==> config.mk <==
export PLATFORM = sky130hd
export DESIGN_NAME = tpg_top
export DESIGN_NICKNAME = d
export VERILOG_FILES = /design/src/rtl/tpg_pkg.sv /design/src/rtl/tpg_top.sv
export SDC_FILE = /design/constraint.sdc
export NUM_CORES = 1
export LEC_CHECK = 0
export ABC_AREA = 1
export ABC_CLOCK_PERIOD_IN_PS = 6850
export BUFFER_PORTS_ARGS = -buffer_cell sky130_fd_sc_hd__buf_4
export CAP_MARGIN = 20
export CORE_MARGIN = 8
export CORE_UTILIZATION = 54
export DETAILED_ROUTE_END_ITERATION = 8
export PLACE_DENSITY = 0.76
export SETUP_SLACK_MARGIN = 0.2
export SLEW_MARGIN = 10
export SYNTH_ARGS = -nofsm -noshare
export SYNTH_HDL_FRONTEND = slang
export SYNTH_SLANG_ARGS = --single-unit
==> constraint.sdc <==
create_clock -name mclk_i -period 6.85 [get_ports mclk_i]
set_input_delay 0.3425 -clock mclk_i [delete_from_list [all_inputs] [get_ports mclk_i]]
set_output_delay 0.3425 -clock mclk_i [all_outputs]
set_load 0.03 [all_outputs]
==> src/rtl/tpg_pkg.sv <==
/*
  Constants shared by the CSI-2 test pattern generator: indirect register
  offsets, reset values, field positions, packet codes, line timing units.
  Assumes a single 10 MHz clock and the byte-wide indirect access port.
*/
package tpg_pkg;
  // ----------------------------------------
  // Indirect register offsets (block 0)
  // ----------------------------------------
  localparam int IDX_W = 4;
  localparam logic [7:0] OFS_FIRST = 8'h01;
  localparam logic [7:0] OFS_LAST = 8'h0D;
  localparam logic [3:0] OFS_CTL = 4'h1;
  localparam logic [3:0] OFS_CFG = 4'h2;
  localparam logic [3:0] OFS_DI = 4'h3;
  localparam logic [3:0] OFS_LINE_HI = 4'h4;
  localparam logic [3:0] OFS_LINE_LO = 4'h5;
  localparam logic [3:0] OFS_BAR_HI = 4'h6;
  localparam logic [3:0] OFS_BAR_LO = 4'h7;
  localparam logic [3:0] OFS_ACT_HI = 4'h8;
  localparam logic [3:0] OFS_ACT_LO = 4'h9;
  localparam logic [3:0] OFS_TOT_HI = 4'hA;
  localparam logic [3:0] OFS_TOT_LO = 4'hB;
  localparam logic [3:0] OFS_LP_HI = 4'hC;
  localparam logic [3:0] OFS_LP_LO = 4'hD;
  // ----------------------------------------
  // Reset values and writable bits
  // ----------------------------------------
  localparam logic [7:0] RST_CTL = 8'h00;
  localparam logic [7:0] RST_CFG = 8'h33;
  localparam logic [7:0] RST_DI = 8'h24;
  localparam logic [7:0] RST_LINE_HI = 8'h07;
  localparam logic [7:0] RST_LINE_LO = 8'h80;
  localparam logic [7:0] RST_BAR_HI = 8'h00;
  localparam logic [7:0] RST_BAR_LO = 8'hF0;
  localparam logic [7:0] RST_ACT_HI = 8'h01;
  localparam logic [7:0] RST_ACT_LO = 8'hE0;
  localparam logic [7:0] RST_TOT_HI = 8'h02;
  localparam logic [7:0] RST_TOT_LO = 8'h0D;
  localparam logic [7:0] RST_LP_HI = 8'h0C;
  localparam logic [7:0] RST_LP_LO = 8'h67;
  localparam logic [7:0] MASK_CTL = 8'h01;
  localparam logic [7:0] MASK_CFG = 8'hBF;
  localparam logic [7:0] MASK_ALL = 8'hFF;
  // ----------------------------------------
  // Field positions
  // ----------------------------------------
  localparam int CTL_RUN_BIT = 0;
  localparam int CFG_SOLID_BIT = 7;
  localparam int CFG_BARS_MSB = 5;
  localparam int CFG_BARS_LSB = 4;
  localparam int CFG_BLK_MSB = 3;
  localparam int CFG_BLK_LSB = 0;
  localparam int DI_VC_MSB = 7;
  localparam int DI_VC_LSB = 6;
  localparam int DI_DT_MSB = 5;
  localparam int DI_DT_LSB = 0;
  localparam int IA_AUTO_BIT = 1;
  localparam int IA_BLK_MSB = 5;
  localparam int IA_BLK_LSB = 2;
  localparam logic [3:0] IA_BLK_PGEN = 4'h0;
  localparam logic [1:0] SEL_CTL = 2'h0;
  localparam logic [1:0] SEL_ADDR = 2'h1;
  localparam logic [1:0] SEL_DATA = 2'h2;
  // ----------------------------------------
  // Packets, rates and timing
  // ----------------------------------------
  localparam logic [5:0] DT_FS = 6'h00;
  localparam logic [5:0] DT_FE = 6'h01;
  localparam logic [1:0] HDR_LAST = 2'h2;
  localparam logic [1:0] RATE_400 = 2'h0;
  localparam logic [1:0] RATE_800 = 2'h1;
  localparam logic [1:0] RATE_1200 = 2'h2;
  localparam logic [1:0] RATE_1600 = 2'h3;
  localparam longint CLK_FREQ_HZ = 64'd10000000;
  localparam logic [31:0] CLK_PERIOD_PS = 32'(64'd1000000000000 / CLK_FREQ_HZ);
  localparam logic [31:0] UNIT_PS_FAST = 32'd10000;
  localparam logic [31:0] UNIT_PS_1200 = 32'd13330;
  localparam logic [31:0] UNIT_PS_400 = 32'd20000;
  // Arbitrary byte per bar or block; the real color registers are elsewhere
  localparam logic [7:0] PALETTE [0:7] = '{8'hAA, 8'h33, 8'hF0, 8'h0F,
                                          8'h55, 8'hCC, 8'h3C, 8'hC3};
  typedef enum logic [6:0] {
    ST_IDLE = 7'b0000001,
    ST_FS = 7'b0000010,
    ST_LINE = 7'b0000100,
    ST_LHDR = 7'b0001000,
    ST_LDATA = 7'b0010000,
    ST_LWAIT = 7'b0100000,
    ST_FE = 7'b1000000
  } tpg_state_t;
endpackage : tpg_pkg

==> src/rtl/tpg_top.sv <==
/*
  CSI-2 test pattern generator: indirect register block, frame sequencer
  and a two-entry output buffer towards the CSI-2 transmitter.
  Assumes the indirect access strobes and the transmitter share mclk_i.
*/
// Contract
// Generator runs only while the run bit is one; reset is stopped.
// Select bit zero sends color bars, one sends fixed color blocks.
// Bar code 00,01,10,11 gives 1,2,4,8 bars; eight after reset.
// Fixed color block length is the 4-bit size; software uses 1..15.
// Programmed virtual channel goes into every emitted packet.
// Programmed data type goes into each packet; reset 0x24. Code puts it in line packets only; frame start and end carry DT_FS and DT_FE.
// Active line is exactly the 16-bit line byte count long.
// All bars but the last are exactly the bar width in bytes.
// Last bar takes whatever bytes of the line remain.
// Each frame carries the 16-bit active line count of lines.
// Total line count is the frame length including blanking lines. Code makes the frame the larger of the total and active line counts.
// Line length resets to 0x07/0x80, 1920 bytes.
// Active line count resets to 0x01/0xE0, 480 lines.
// Total lines reset 0x02/0x0D; bar width resets 0x00/0xF0.
// Bars go out in ascending order starting at bar zero.
// Enabling starts at a frame start; disabling stops at frame end.
// Software selects block 0, writes offset, then accesses data.
// Each line is timed by a 16-bit period in rate-dependent units.
`timescale 1ns/1ps
module tpg_top (
  input wire logic mclk_i,                // Byte clock
  input wire logic resetn_i,              // Synchronous reset, low active
  input wire logic [1:0] ia_sel_i,        // Indirect register select
  input wire logic ia_wr_i,               // Indirect write strobe
  input wire logic ia_rd_i,               // Indirect read strobe
  input wire logic [7:0] ia_wdata_i,      // Indirect write data
  output logic [7:0] ia_rdata_o,          // Indirect read data
  input wire logic [1:0] csi_rate_i,      // CSI-2 lane rate code
  output logic [7:0] tx_data_o,           // Packet byte
  output logic tx_last_o,                 // Last byte of packet
  output logic tx_valid_o,                // Byte valid
  input wire logic tx_ready_i,            // Transmitter takes byte
  output logic gen_busy_o                 // Frame in progress
);
  import tpg_pkg::*;

  // ----------------------------------------
  // Helpers
  // ----------------------------------------
  function automatic logic [7:0] rst_val(input logic [3:0] i);
    case (i)
      OFS_CTL: rst_val = RST_CTL;
      OFS_CFG: rst_val = RST_CFG;
      OFS_DI: rst_val = RST_DI;
      OFS_LINE_HI: rst_val = RST_LINE_HI;
      OFS_LINE_LO: rst_val = RST_LINE_LO;
      OFS_BAR_HI: rst_val = RST_BAR_HI;
      OFS_BAR_LO: rst_val = RST_BAR_LO;
      OFS_ACT_HI: rst_val = RST_ACT_HI;
      OFS_ACT_LO: rst_val = RST_ACT_LO;
      OFS_TOT_HI: rst_val = RST_TOT_HI;
      OFS_TOT_LO: rst_val = RST_TOT_LO;
      OFS_LP_HI: rst_val = RST_LP_HI;
      OFS_LP_LO: rst_val = RST_LP_LO;
      default: rst_val = RST_CTL;
    endcase
  endfunction : rst_val

  function automatic logic [7:0] wr_mask(input logic [3:0] i);
    case (i)
      OFS_CTL: wr_mask = MASK_CTL;
      OFS_CFG: wr_mask = MASK_CFG;
      default: wr_mask = MASK_ALL;
    endcase
  endfunction : wr_mask

  function automatic logic [3:0] bar_total(input logic [1:0] code);
    case (code)
      2'b00: bar_total = 4'h1;
      2'b01: bar_total = 4'h2;
      2'b10: bar_total = 4'h4;
      default: bar_total = 4'h8;
    endcase
  endfunction : bar_total

  function automatic logic [31:0] unit_ps(input logic [1:0] rate);
    case (rate)
      RATE_400: unit_ps = UNIT_PS_400;
      RATE_1200: unit_ps = UNIT_PS_1200;
      default: unit_ps = UNIT_PS_FAST;
    endcase
  endfunction : unit_ps

  // ----------------------------------------
  // Indirect access registers
  // ----------------------------------------
  logic [7:0] ia_ctl_ff;
  logic [7:0] ia_addr_ff;
  logic [7:0] ia_rdata_ff;
  logic [7:0] cfg_ff [OFS_CTL:OFS_LP_LO];
  logic pgen_hit;
  logic data_acc;
  logic [3:0] idx;

  assign pgen_hit = (ia_ctl_ff[IA_BLK_MSB:IA_BLK_LSB] == IA_BLK_PGEN) &&
                    (ia_addr_ff >= OFS_FIRST) && (ia_addr_ff <= OFS_LAST);
  assign data_acc = (ia_wr_i || ia_rd_i) && (ia_sel_i == SEL_DATA);
  assign idx = ia_addr_ff[IDX_W-1:0];

  always_ff @(posedge mclk_i) begin
    if (!resetn_i) begin
      ia_ctl_ff <= RST_CTL;
      ia_addr_ff <= RST_CTL;
    end else begin
      if (ia_wr_i && ia_sel_i == SEL_CTL) begin
        ia_ctl_ff <= ia_wdata_i;
      end
      if (ia_wr_i && ia_sel_i == SEL_ADDR) begin
        ia_addr_ff <= ia_wdata_i;
      end else if (data_acc && ia_ctl_ff[IA_AUTO_BIT]) begin
        ia_addr_ff <= ia_addr_ff + 8'h01;
      end
    end
  end

  always_ff @(posedge mclk_i) begin
    if (!resetn_i) begin
      for (int i = int'(OFS_CTL); i <= int'(OFS_LP_LO); i++) begin
        cfg_ff[i] <= rst_val(4'(i));
      end
    end else if (ia_wr_i && ia_sel_i == SEL_DATA && pgen_hit) begin
      cfg_ff[idx] <= ia_wdata_i & wr_mask(idx);
    end
  end

  always_ff @(posedge mclk_i) begin
    if (!resetn_i) begin
      ia_rdata_ff <= RST_CTL;
    end else if (ia_rd_i) begin
      case (ia_sel_i)
        SEL_CTL: ia_rdata_ff <= ia_ctl_ff;
        SEL_ADDR: ia_rdata_ff <= ia_addr_ff;
        SEL_DATA: ia_rdata_ff <= pgen_hit ? cfg_ff[idx] : RST_CTL;
        default: ia_rdata_ff <= RST_CTL;
      endcase
    end
  end

  // ----------------------------------------
  // Decoded configuration
  // ----------------------------------------
  logic run;
  logic solid;
  logic [3:0] nbars;
  logic [3:0] blk_size;
  logic [1:0] vc;
  logic [5:0] dt;
  logic [15:0] line_bytes;
  logic [15:0] bar_w;
  logic [15:0] act_lines;
  logic [15:0] tot_lines;
  logic [31:0] period_ps;

  assign run = cfg_ff[OFS_CTL][CTL_RUN_BIT];
  assign solid = cfg_ff[OFS_CFG][CFG_SOLID_BIT];
  assign nbars = bar_total(cfg_ff[OFS_CFG][CFG_BARS_MSB:CFG_BARS_LSB]);
  assign blk_size = cfg_ff[OFS_CFG][CFG_BLK_MSB:CFG_BLK_LSB];
  assign vc = cfg_ff[OFS_DI][DI_VC_MSB:DI_VC_LSB];
  assign dt = cfg_ff[OFS_DI][DI_DT_MSB:DI_DT_LSB];
  assign line_bytes = {cfg_ff[OFS_LINE_HI], cfg_ff[OFS_LINE_LO]};
  assign bar_w = {cfg_ff[OFS_BAR_HI], cfg_ff[OFS_BAR_LO]};
  assign act_lines = {cfg_ff[OFS_ACT_HI], cfg_ff[OFS_ACT_LO]};
  assign tot_lines = {cfg_ff[OFS_TOT_HI], cfg_ff[OFS_TOT_LO]};
  assign period_ps = 32'({cfg_ff[OFS_LP_HI], cfg_ff[OFS_LP_LO]}) *
                     unit_ps(csi_rate_i);

  // ----------------------------------------
  // Frame sequencer
  // ----------------------------------------
  tpg_state_t state_ff;
  tpg_state_t nxt_state;
  logic [1:0] hdr_cnt_ff;
  logic [15:0] byte_cnt_ff;
  logic [15:0] bar_cnt_ff;
  logic [2:0] bar_idx_ff;
  logic [3:0] blk_cnt_ff;
  logic [2:0] blk_idx_ff;
  logic [15:0] line_cnt_ff;
  logic [15:0] frame_num_ff;
  logic [31:0] elapsed_ff;
  logic busy_ff;
  logic in_valid;
  logic in_ready;
  logic emit;
  logic hdr_done;
  logic line_end;
  logic last_bar;
  logic [7:0] in_data;
  logic in_last;

  assign in_valid = (state_ff == ST_FS) || (state_ff == ST_FE) ||
                    (state_ff == ST_LHDR) || (state_ff == ST_LDATA);
  assign emit = in_valid && in_ready;
  assign hdr_done = hdr_cnt_ff == HDR_LAST;
  assign line_end = byte_cnt_ff == 16'(line_bytes - 16'h0001);
  assign last_bar = 4'(bar_idx_ff) == 4'(nbars - 4'h1);

  always_comb begin
    in_data = PALETTE[bar_idx_ff];
    in_last = 1'b0;
    case (state_ff)
      ST_FS, ST_FE, ST_LHDR: begin
        in_last = hdr_done && (state_ff != ST_LHDR || line_bytes == 16'h0000);
        case (hdr_cnt_ff)
          2'h0: in_data = {vc, (state_ff == ST_FS) ? DT_FS :
                           (state_ff == ST_FE) ? DT_FE : dt};
          2'h1: in_data = (state_ff == ST_LHDR) ? line_bytes[7:0] : frame_num_ff[7:0];
          default: in_data = (state_ff == ST_LHDR) ? line_bytes[15:8] : frame_num_ff[15:8];
        endcase
      end
      ST_LDATA: begin
        in_data = solid ? PALETTE[blk_idx_ff] : PALETTE[bar_idx_ff];
        in_last = line_end;
      end
      default: begin
        in_data = PALETTE[bar_idx_ff];
        in_last = 1'b0;
      end
    endcase
  end

  always_comb begin
    nxt_state = state_ff;
    case (state_ff)
      ST_IDLE: if (run) nxt_state = ST_FS;
      ST_FS: if (emit && hdr_done) nxt_state = ST_LINE;
      ST_LINE: begin
        if (line_cnt_ff >= tot_lines && line_cnt_ff >= act_lines) begin
          nxt_state = ST_FE;
        end else if (line_cnt_ff < act_lines) begin
          nxt_state = ST_LHDR;
        end else begin
          nxt_state = ST_LWAIT;
        end
      end
      ST_LHDR: begin
        if (emit && hdr_done) begin
          nxt_state = (line_bytes == 16'h0000) ? ST_LWAIT : ST_LDATA;
        end
      end
      ST_LDATA: if (emit && line_end) nxt_state = ST_LWAIT;
      ST_LWAIT: if (elapsed_ff >= period_ps) nxt_state = ST_LINE;
      ST_FE: if (emit && hdr_done) nxt_state = run ? ST_FS : ST_IDLE;
      default: nxt_state = ST_IDLE;
    endcase
  end

  always_ff @(posedge mclk_i) begin
    if (!resetn_i) begin
      state_ff <= ST_IDLE;
      busy_ff <= 1'b0;
    end else begin
      state_ff <= nxt_state;
      busy_ff <= nxt_state != ST_IDLE;
    end
  end

  // Header byte index, line and frame counters
  always_ff @(posedge mclk_i) begin
    if (!resetn_i) begin
      hdr_cnt_ff <= 2'h0;
      line_cnt_ff <= 16'h0000;
      frame_num_ff <= 16'h0000;
    end else begin
      if (emit && state_ff != ST_LDATA) begin
        hdr_cnt_ff <= hdr_done ? 2'h0 : hdr_cnt_ff + 2'h1;
      end
      if (state_ff == ST_FS) begin
        line_cnt_ff <= 16'h0000;
      end else if (state_ff == ST_LWAIT && nxt_state == ST_LINE) begin
        line_cnt_ff <= line_cnt_ff + 16'h0001;
      end
      if (state_ff == ST_FE && emit && hdr_done) begin
        frame_num_ff <= frame_num_ff + 16'h0001;
      end
    end
  end

  // Line period timer, restarted as each line begins
  always_ff @(posedge mclk_i) begin
    if (!resetn_i || state_ff == ST_LINE) begin
      elapsed_ff <= 32'h0000_0000;
    end else if (elapsed_ff < period_ps) begin
      elapsed_ff <= elapsed_ff + CLK_PERIOD_PS;
    end
  end

  // Bar and block position within the active line
  always_ff @(posedge mclk_i) begin
    if (!resetn_i || state_ff == ST_LHDR) begin
      byte_cnt_ff <= 16'h0000;
      bar_cnt_ff <= 16'h0000;
      bar_idx_ff <= 3'h0;
      blk_cnt_ff <= 4'h0;
      blk_idx_ff <= 3'h0;
    end else if (emit && state_ff == ST_LDATA) begin
      byte_cnt_ff <= byte_cnt_ff + 16'h0001;
      if (!last_bar && 16'(bar_cnt_ff + 16'h0001) >= bar_w) begin
        bar_cnt_ff <= 16'h0000;
        bar_idx_ff <= bar_idx_ff + 3'h1;
      end else begin
        bar_cnt_ff <= bar_cnt_ff + 16'h0001;
      end
      if (4'(blk_cnt_ff + 4'h1) >= blk_size) begin
        blk_cnt_ff <= 4'h0;
        blk_idx_ff <= blk_idx_ff + 3'h1;
      end else begin
        blk_cnt_ff <= blk_cnt_ff + 4'h1;
      end
    end
  end

  // ----------------------------------------
  // Two-entry output buffer
  // ----------------------------------------
  logic out_valid_ff;
  logic [8:0] out_ff;
  logic skid_valid_ff;
  logic [8:0] skid_ff;

  assign in_ready = !skid_valid_ff;

  always_ff @(posedge mclk_i) begin
    if (!resetn_i) begin
      out_valid_ff <= 1'b0;
      out_ff <= 9'h000;
      skid_valid_ff <= 1'b0;
      skid_ff <= 9'h000;
    end else if (tx_ready_i || !out_valid_ff) begin
      if (skid_valid_ff) begin
        out_ff <= skid_ff;
        out_valid_ff <= 1'b1;
        skid_valid_ff <= 1'b0;
      end else begin
        out_ff <= {in_last, in_data};
        out_valid_ff <= emit;
      end
    end else if (emit) begin
      skid_ff <= {in_last, in_data};
      skid_valid_ff <= 1'b1;
    end
  end

  assign tx_data_o = out_ff[7:0];
  assign tx_last_o = out_ff[8];
  assign tx_valid_o = out_valid_ff;
  assign ia_rdata_o = ia_rdata_ff;
  assign gen_busy_o = busy_ff;
endmodule : tpg_top

# Word-level counts from Yosys, hierarchy flattened
# Memories as Yosys holds them, arrays and structs flattened. A register that Yosys moved wholly into a read port is not among the register bits.
# Index checks and enable logic that the tools add are counted.
# classes
addsub	12
multipliers	1
order_cmp	11
eq_ne	22
muxes	58
bitwise_logic	5
n_reduce_logical	45
# op_table
operator	count
2-to-1 mux 8 bit	25
adder 16 x 1 -> 16 bit (second input constant)	4
2-to-1 mux 7 bit	7
case mux 7 bit (7 select lines)	1
greater-or-equal comparator 16 bit	3
case mux 8 bit (2 select lines)	3
adder 32 x 17 -> 32 bit (second input constant)	1
greater-or-equal comparator 32 bit	1
less-than comparator 32 bit	1
multiplier 16 x 32 -> 32 bit	1
case mux 15 bit (2 select lines)	1
2-to-1 mux 6 bit	4
case mux 8 bit (3 select lines)	1
logical AND 1 bit	19
== test 16 bit	1
zero test 16 bit	1
less-than comparator 16 bit	1
2-to-1 mux 16 bit	1
2-to-1 mux 4 bit	4
subtractor 16 x 1 -> 16 bit (second input constant)	1
== test 7 x 3 -> 1 bit (second input constant)	2
case mux 4 bit (3 select lines)	1
2-to-1 mux 9 bit	1
adder 8 x 1 -> 8 bit (second input constant)	1
37 further kinds	68
# word_totals
reg_bits	160
mem_bits_rw	104
mem_bits_ro	128
inputBits	17
out_inout_bits	19
word_cells	175
memories	3
# memory_table
memory	words	width	rd	rd_clocked_by_memory_dff	write_ports	line	text
cfg_ff	13	8	14	1	13	tpg_top.sv:96	logic [7:0] cfg_ff [OFS_CTL:OFS_LP_LO];
(no name shown)	8	8	1	0	0	tpg_top.sv:222	in_data = PALETTE[bar_idx_ff];
(no name shown)	8	8	1	0	0	tpg_top.sv:218	in_data = solid ? PALETTE[blk_idx_ff] : PALETTE[bar_idx_ff];

# Logic depth before layout (Yosys ltp)
# depth
word_depth	10
depth_mapped	45

# Least setup slack after synthesis
# No wires, ideal clock.
# synth_timing
kind	input-to-reg
startpoint	in csi_rate_i[0]
endpoint	reg line_cnt_ff[9]
setup_ns	0.132
arrival_ns	7.026
required_ns	6.718
slack_ns	-0.309
cell_stages	32
path_buffers	4
cell_sequence	buf_2 nor2_1 inv_1 clkbuf_1 nor2_1 inv_1 fa_1 fa_1 fa_1 inv_1 fa_1 fa_1 ha_1 ha_1 nand2_1 nor4_1 nand3_1 nand3_1 a31oi_1 xor2_1 ha_1 nand2_1 nor2_1 and2_1 nor4b_1 nand2_1 nand3b_1 nand2_1 buf_4 buf_4 nand2_1 a21oi_1
# synth_via
elab_chain_cells	8
word_cells_on_any_way	9
# synth_lines
element	line	text
from (decl)	tpg_top.sv:34	input wire logic [1:0] csi_rate_i,
== test 2 bit or zero test 2 bit (tied branches)	tpg_top.sv:83	case (rate)
case mux 15 bit (2 select lines) (*)	tpg_top.sv:83	
multiplier 16 x 32 -> 32 bit (*)	tpg_top.sv:170	assign period_ps = 32'({cfg_ff[OFS_LP_HI], cfg_ff[OFS_LP_LO]}) *
greater-or-equal comparator 32 bit (*)	tpg_top.sv:248	ST_LWAIT: if (elapsed_ff >= period_ps) nxt_state = ST_LINE;
2-to-1 mux 7 bit (*)	tpg_top.sv:248	
case mux 7 bit (7 select lines) (*)	tpg_top.sv:230	case (state_ff)
== test 7 x 3 -> 1 bit (*)	tpg_top.sv:276	end else if (state_ff == ST_LWAIT && nxt_state == ST_LINE) begin
logical AND 1 bit (*)	tpg_top.sv:276	
to (signal assigned)	tpg_top.sv:277	line_cnt_ff <= line_cnt_ff + 16'h0001;
to (decl)	tpg_top.sv:184	logic [15:0] line_cnt_ff;
# Every way passes the cells marked *; elsewhere a longest branch is shown, timed or not.
# A chain may end at the register's enable or synchronous reset.

==> results_dict.tcl <==
set metrics [dict create \
    status "finished, final reports clean" \
    syn_area_sq_um 22300 \
    r2r_slack_ns 0.14 \
    routed_wl_microns 61700 \
    tightestPinTransition_ns 1.09 \
    synth_enable_flop_cells 128 \
    slew_headroom_pct 26.8 \
    start_util_pct 54.6 \
    route.detailed.drc 0 \
    holdBufCountCts 0 \
    coreArea_sq_um 40800 \
    syn_inst 2901 \
    synth_top_family_by_area "simple AND/OR/NAND/NOR gates" \
    grtUsageTotal_pct 24.6 \
    r2r_cells 33 \
    insertion_delay_ns 0.56 \
    cts.sinks 287 \
    fmax_mhz 149 \
    grt_pass1_wl_microns 96800 \
    synth-seq-cells 287 \
    grt_max_degree 101 \
    min_from "ia_wdata_i[0]" \
    power_density_nw_per_um2 310 \
    hold_path.class "in2reg" \
    worstReg2RegEnd "line_cnt_ff[11]$_SDFFE_PP0P_" \
    crit_type "reg2reg" \
    pwr-share-seq_pct 23.1 \
    cts_root_buffer "clkbuf_16" \
    muxShareOfSynthArea_pct 0 \
    area_growth_pct 16.6 \
    cp.required_ns 7.27 \
    grt_pass1_vias 19400 \
    crit_path_top_delay_cell "fa_1" \
    synth-simple-area-share_pct 22.0 \
    drv_cap 0 \
    finClkSkew_ns 0.0188 \
    layout.nets 3377 \
    die_h_microns 219 \
    rsz0062_at_grt "yes" \
    setup-violations-final 0 \
    die_w_microns 219 \
    cp-start-kind "register" \
    yosysSeqAreaShare_pct 31.5 \
    min_path_cells 1 \
    vias 20200 \
    hold_end "cfg_ff[0][0]$_DFFE_PP_" \
    async_reset_ff_share_pct 0 \
    path_clk_slew_ns 0.06 \
    synth-main-ff-cell "dfxtp_1" \
    syn_area_per_cell_sq_um 7.69 \
    viasPerCell 5.61 \
    antenna_found_initial 0 \
    yosys-top-cells-area "edfxtp_1 (17%), dfxtp_1 (14%), ha_1 (12%), fa_1 (9.1%), nand2_1 (8.9%)" \
    reg2reg_from "cfg_ff[13][7]$_SDFFCE_PN0P_" \
    finalHoldViolations 0 \
    wl_per_cell_microns 17.2 \
    place_area_sq_um 23900 \
    hold_slack_ns 0.0204 \
    cp.arrival_ns 7.12 \
    final_max_slew_viol_count 0 \
    synth_warnings 0 \
    p_int_mw 4.98 \
    die_area_sq_um 48100 \
    final_common_cell "nand2_1" \
    grt-ovfl-total 0 \
    layout_common_cells "nand2_1 (509), inv_1 (436), nor2_1 (304)" \
    worstPathMaxFanout 9 \
    diodes 0 \
    hpwl_microns 45200 \
    place.gp.congestion 0.952 \
    crit_top_cell "fa_1" \
    power_frac_comb_pct 53.8 \
    yosysUniqueCellTypes 57 \
    drtAntennaViolNets 0 \
    nFillCells 3399 \
    rows 74 \
    clock_path_buffers 3 \
    leakage_nw 11.8 \
    switching_power_mw 3.08 \
    synth.top_cell.area_share_pct 17.2 \
    layoutNonFillerInstCount 3593 \
    power.share.clock_pct 23.2 \
    fin_area_sq_um 26000 \
    drtPass1Iterations 6 \
    cp-end-kind "register" \
    period_share_pct 97.9 \
    num_io_pins 36 \
    drive_gt1_share_pct 13.9 \
    synth_area_leader_cell "edfxtp_1" \
    fin_crit_ns 6.71 \
    drt_iter0_drc 1716 \
    tns_ns 0 \
    numPortBuffers 35 \
    cts_buffers 34 \
    max_stage_delay_ns 0.56 \
    p_sw_share_pct 38.2 \
    placed_cells 3501 \
    h-tree-depth 2 \
    cts_tree "done" \
    synth-xor-area-share_pct 3.52 \
    synth_compound_area_share_pct 11.9 \
    synthAdderAreaFrac_pct 21.5 \
    vdd_drop_max_mv 0.376 \
]
[worst max-delay path: cells and delay by family (launching register included)]
kind	cells	cell delay (ns)
compound gates	5	0.86
fa+ha+maj	8	3.24
buf+inv	6	0.71
flops	1	0.44
simple gates	14	1.26
[synthesized netlist by cell type, drive strengths merged (2+ instances only)]
| library cell | instances |
|---|---|
| clkbuf | 50 |
| a21oi | 244 |
| edfxtp | 128 |
| o211ai | 16 |
| nand2 | 533 |
| inv | 477 |
| a21o | 5 |
| nand4 | 35 |
| o31ai | 2 |
| clkinv | 4 |
| nor4 | 16 |
| fa | 101 |
| o2111ai | 2 |
| o21ai | 177 |
| nor2 | 348 |
| nor3b | 3 |
| nor3 | 49 |
| nor4b | 2 |
| a31oi | 18 |
| dfxtp | 159 |
| a221o | 2 |
| a211oi | 7 |
| xor2 | 55 |
| o221ai | 5 |
| o21bai | 4 |
| buf | 30 |
| xnor2 | 32 |
| or2 | 5 |
| ha | 222 |
| nand3b | 11 |
| o21a | 4 |
| o22ai | 3 |
| and2 | 2 |
| nand3 | 142 |
[area by class of cell]
class / count / area, sq um / share of cell area, %
multi-input cells: 2057 / 14000 / 53.6
inverters: 481 / 1820 / 7.00
flip-flops and latches: 287 / 7030 / 27.0
clock buffers: 43 / 935 / 3.59
repair buffers: 176 / 1430 / 5.49
well taps: 532 / 666 / 2.56
clock inverters: 17 / 191 / 0.736
[layer usage]
layer	GRT usage, %	vias to the layer above	part of all wire (%)
met1	32.4	9471	42
met3	3.06	160	7.0
met2	41.3	804	47
met5	0	-	0
li1	-	9739	-
met4	8.92	0	3.5
[cell families after synthesis]
kind of cell | after synthesis
AOI/OAI and AO/OA | 494
adders and majority gates | 323
buffers and inverters | 561
xor gates and xnor gates | 88
and+or+nand+nor | 1147
other | 1
DFF | 287
[stage by stage]
stage	utilization [%]	setup slack, ns	total power, mW
after floorplan	-	0.197	4.04
after global placement	58.5	-0.185	5.04
after detailed placement	58.5	-0.306	5.15
after CTS	61.7	0.201	7.14
after global routing	63.7	-0.0642	8.57
final	63.7	0.144	8.06
[how the worst max path moves through the flow]
stage	endpoint	cells past startpoint	start	slack (ns)
after CTS	line_cnt_ff[2]$_SDFFE_PP0P_	32	cfg_ff[13][6]$_SDFFCE_PN1P_	0.20
after floorplan	line_cnt_ff[9]$_SDFFE_PP0P_	35	csi_rate_i[0]	0.20
after detailed placement	elapsed_ff[12]$_SDFFE_PP0N_	33	csi_rate_i[0]	-0.31
after global routing	line_cnt_ff[12]$_SDFFE_PP0P_	33	cfg_ff[13][7]$_SDFFCE_PN0P_	-0.06
after global placement	elapsed_ff[5]$_SDFFE_PP0N_	37	csi_rate_i[0]	-0.19
final	line_cnt_ff[11]$_SDFFE_PP0P_	33	cfg_ff[13][7]$_SDFFCE_PN0P_	0.14
[power by group through the flow]
stage | logic [mW] | clock network (mW) | registers, mW
6_report | 4.33 | 1.87 | 1.86
5_1_grt | 4.75 | 1.96 | 1.86
4_1_cts | 3.40 | 1.89 | 1.86
3_5_place_dp | 3.25 | 0 | 1.89
3_3_place_gp | 3.15 | 0 | 1.89
2_1_floorplan | 2.15 | 0 | 1.89
[sequential cells by signal (all words and copies together), names as in the netlist, 2 cells and up, named ones only]
register,flops
bar_cnt_ff,16
bar_idx_ff,3
skid_ff,9
cfg_ff,128
ia_rdata_o,8
elapsed_ff,27
ia_addr_ff,8
frame_num_ff,16
hdr_cnt_ff,2
blk_idx_ff,3
ia_ctl_ff,8
blk_cnt_ff,4
out_ff,9
line_cnt_ff,16
state_ff,7
byte_cnt_ff,16
[what timing repair did]
action,4_1_cts,5_1_grt
pin swaps,3,85
cloned,0,1
endpoints found under the setup margin,44,45
hold endpoints to repair,0,0
setup buffers,10,20
resized for setup,28,138
(Power assumes the default switching activity.)
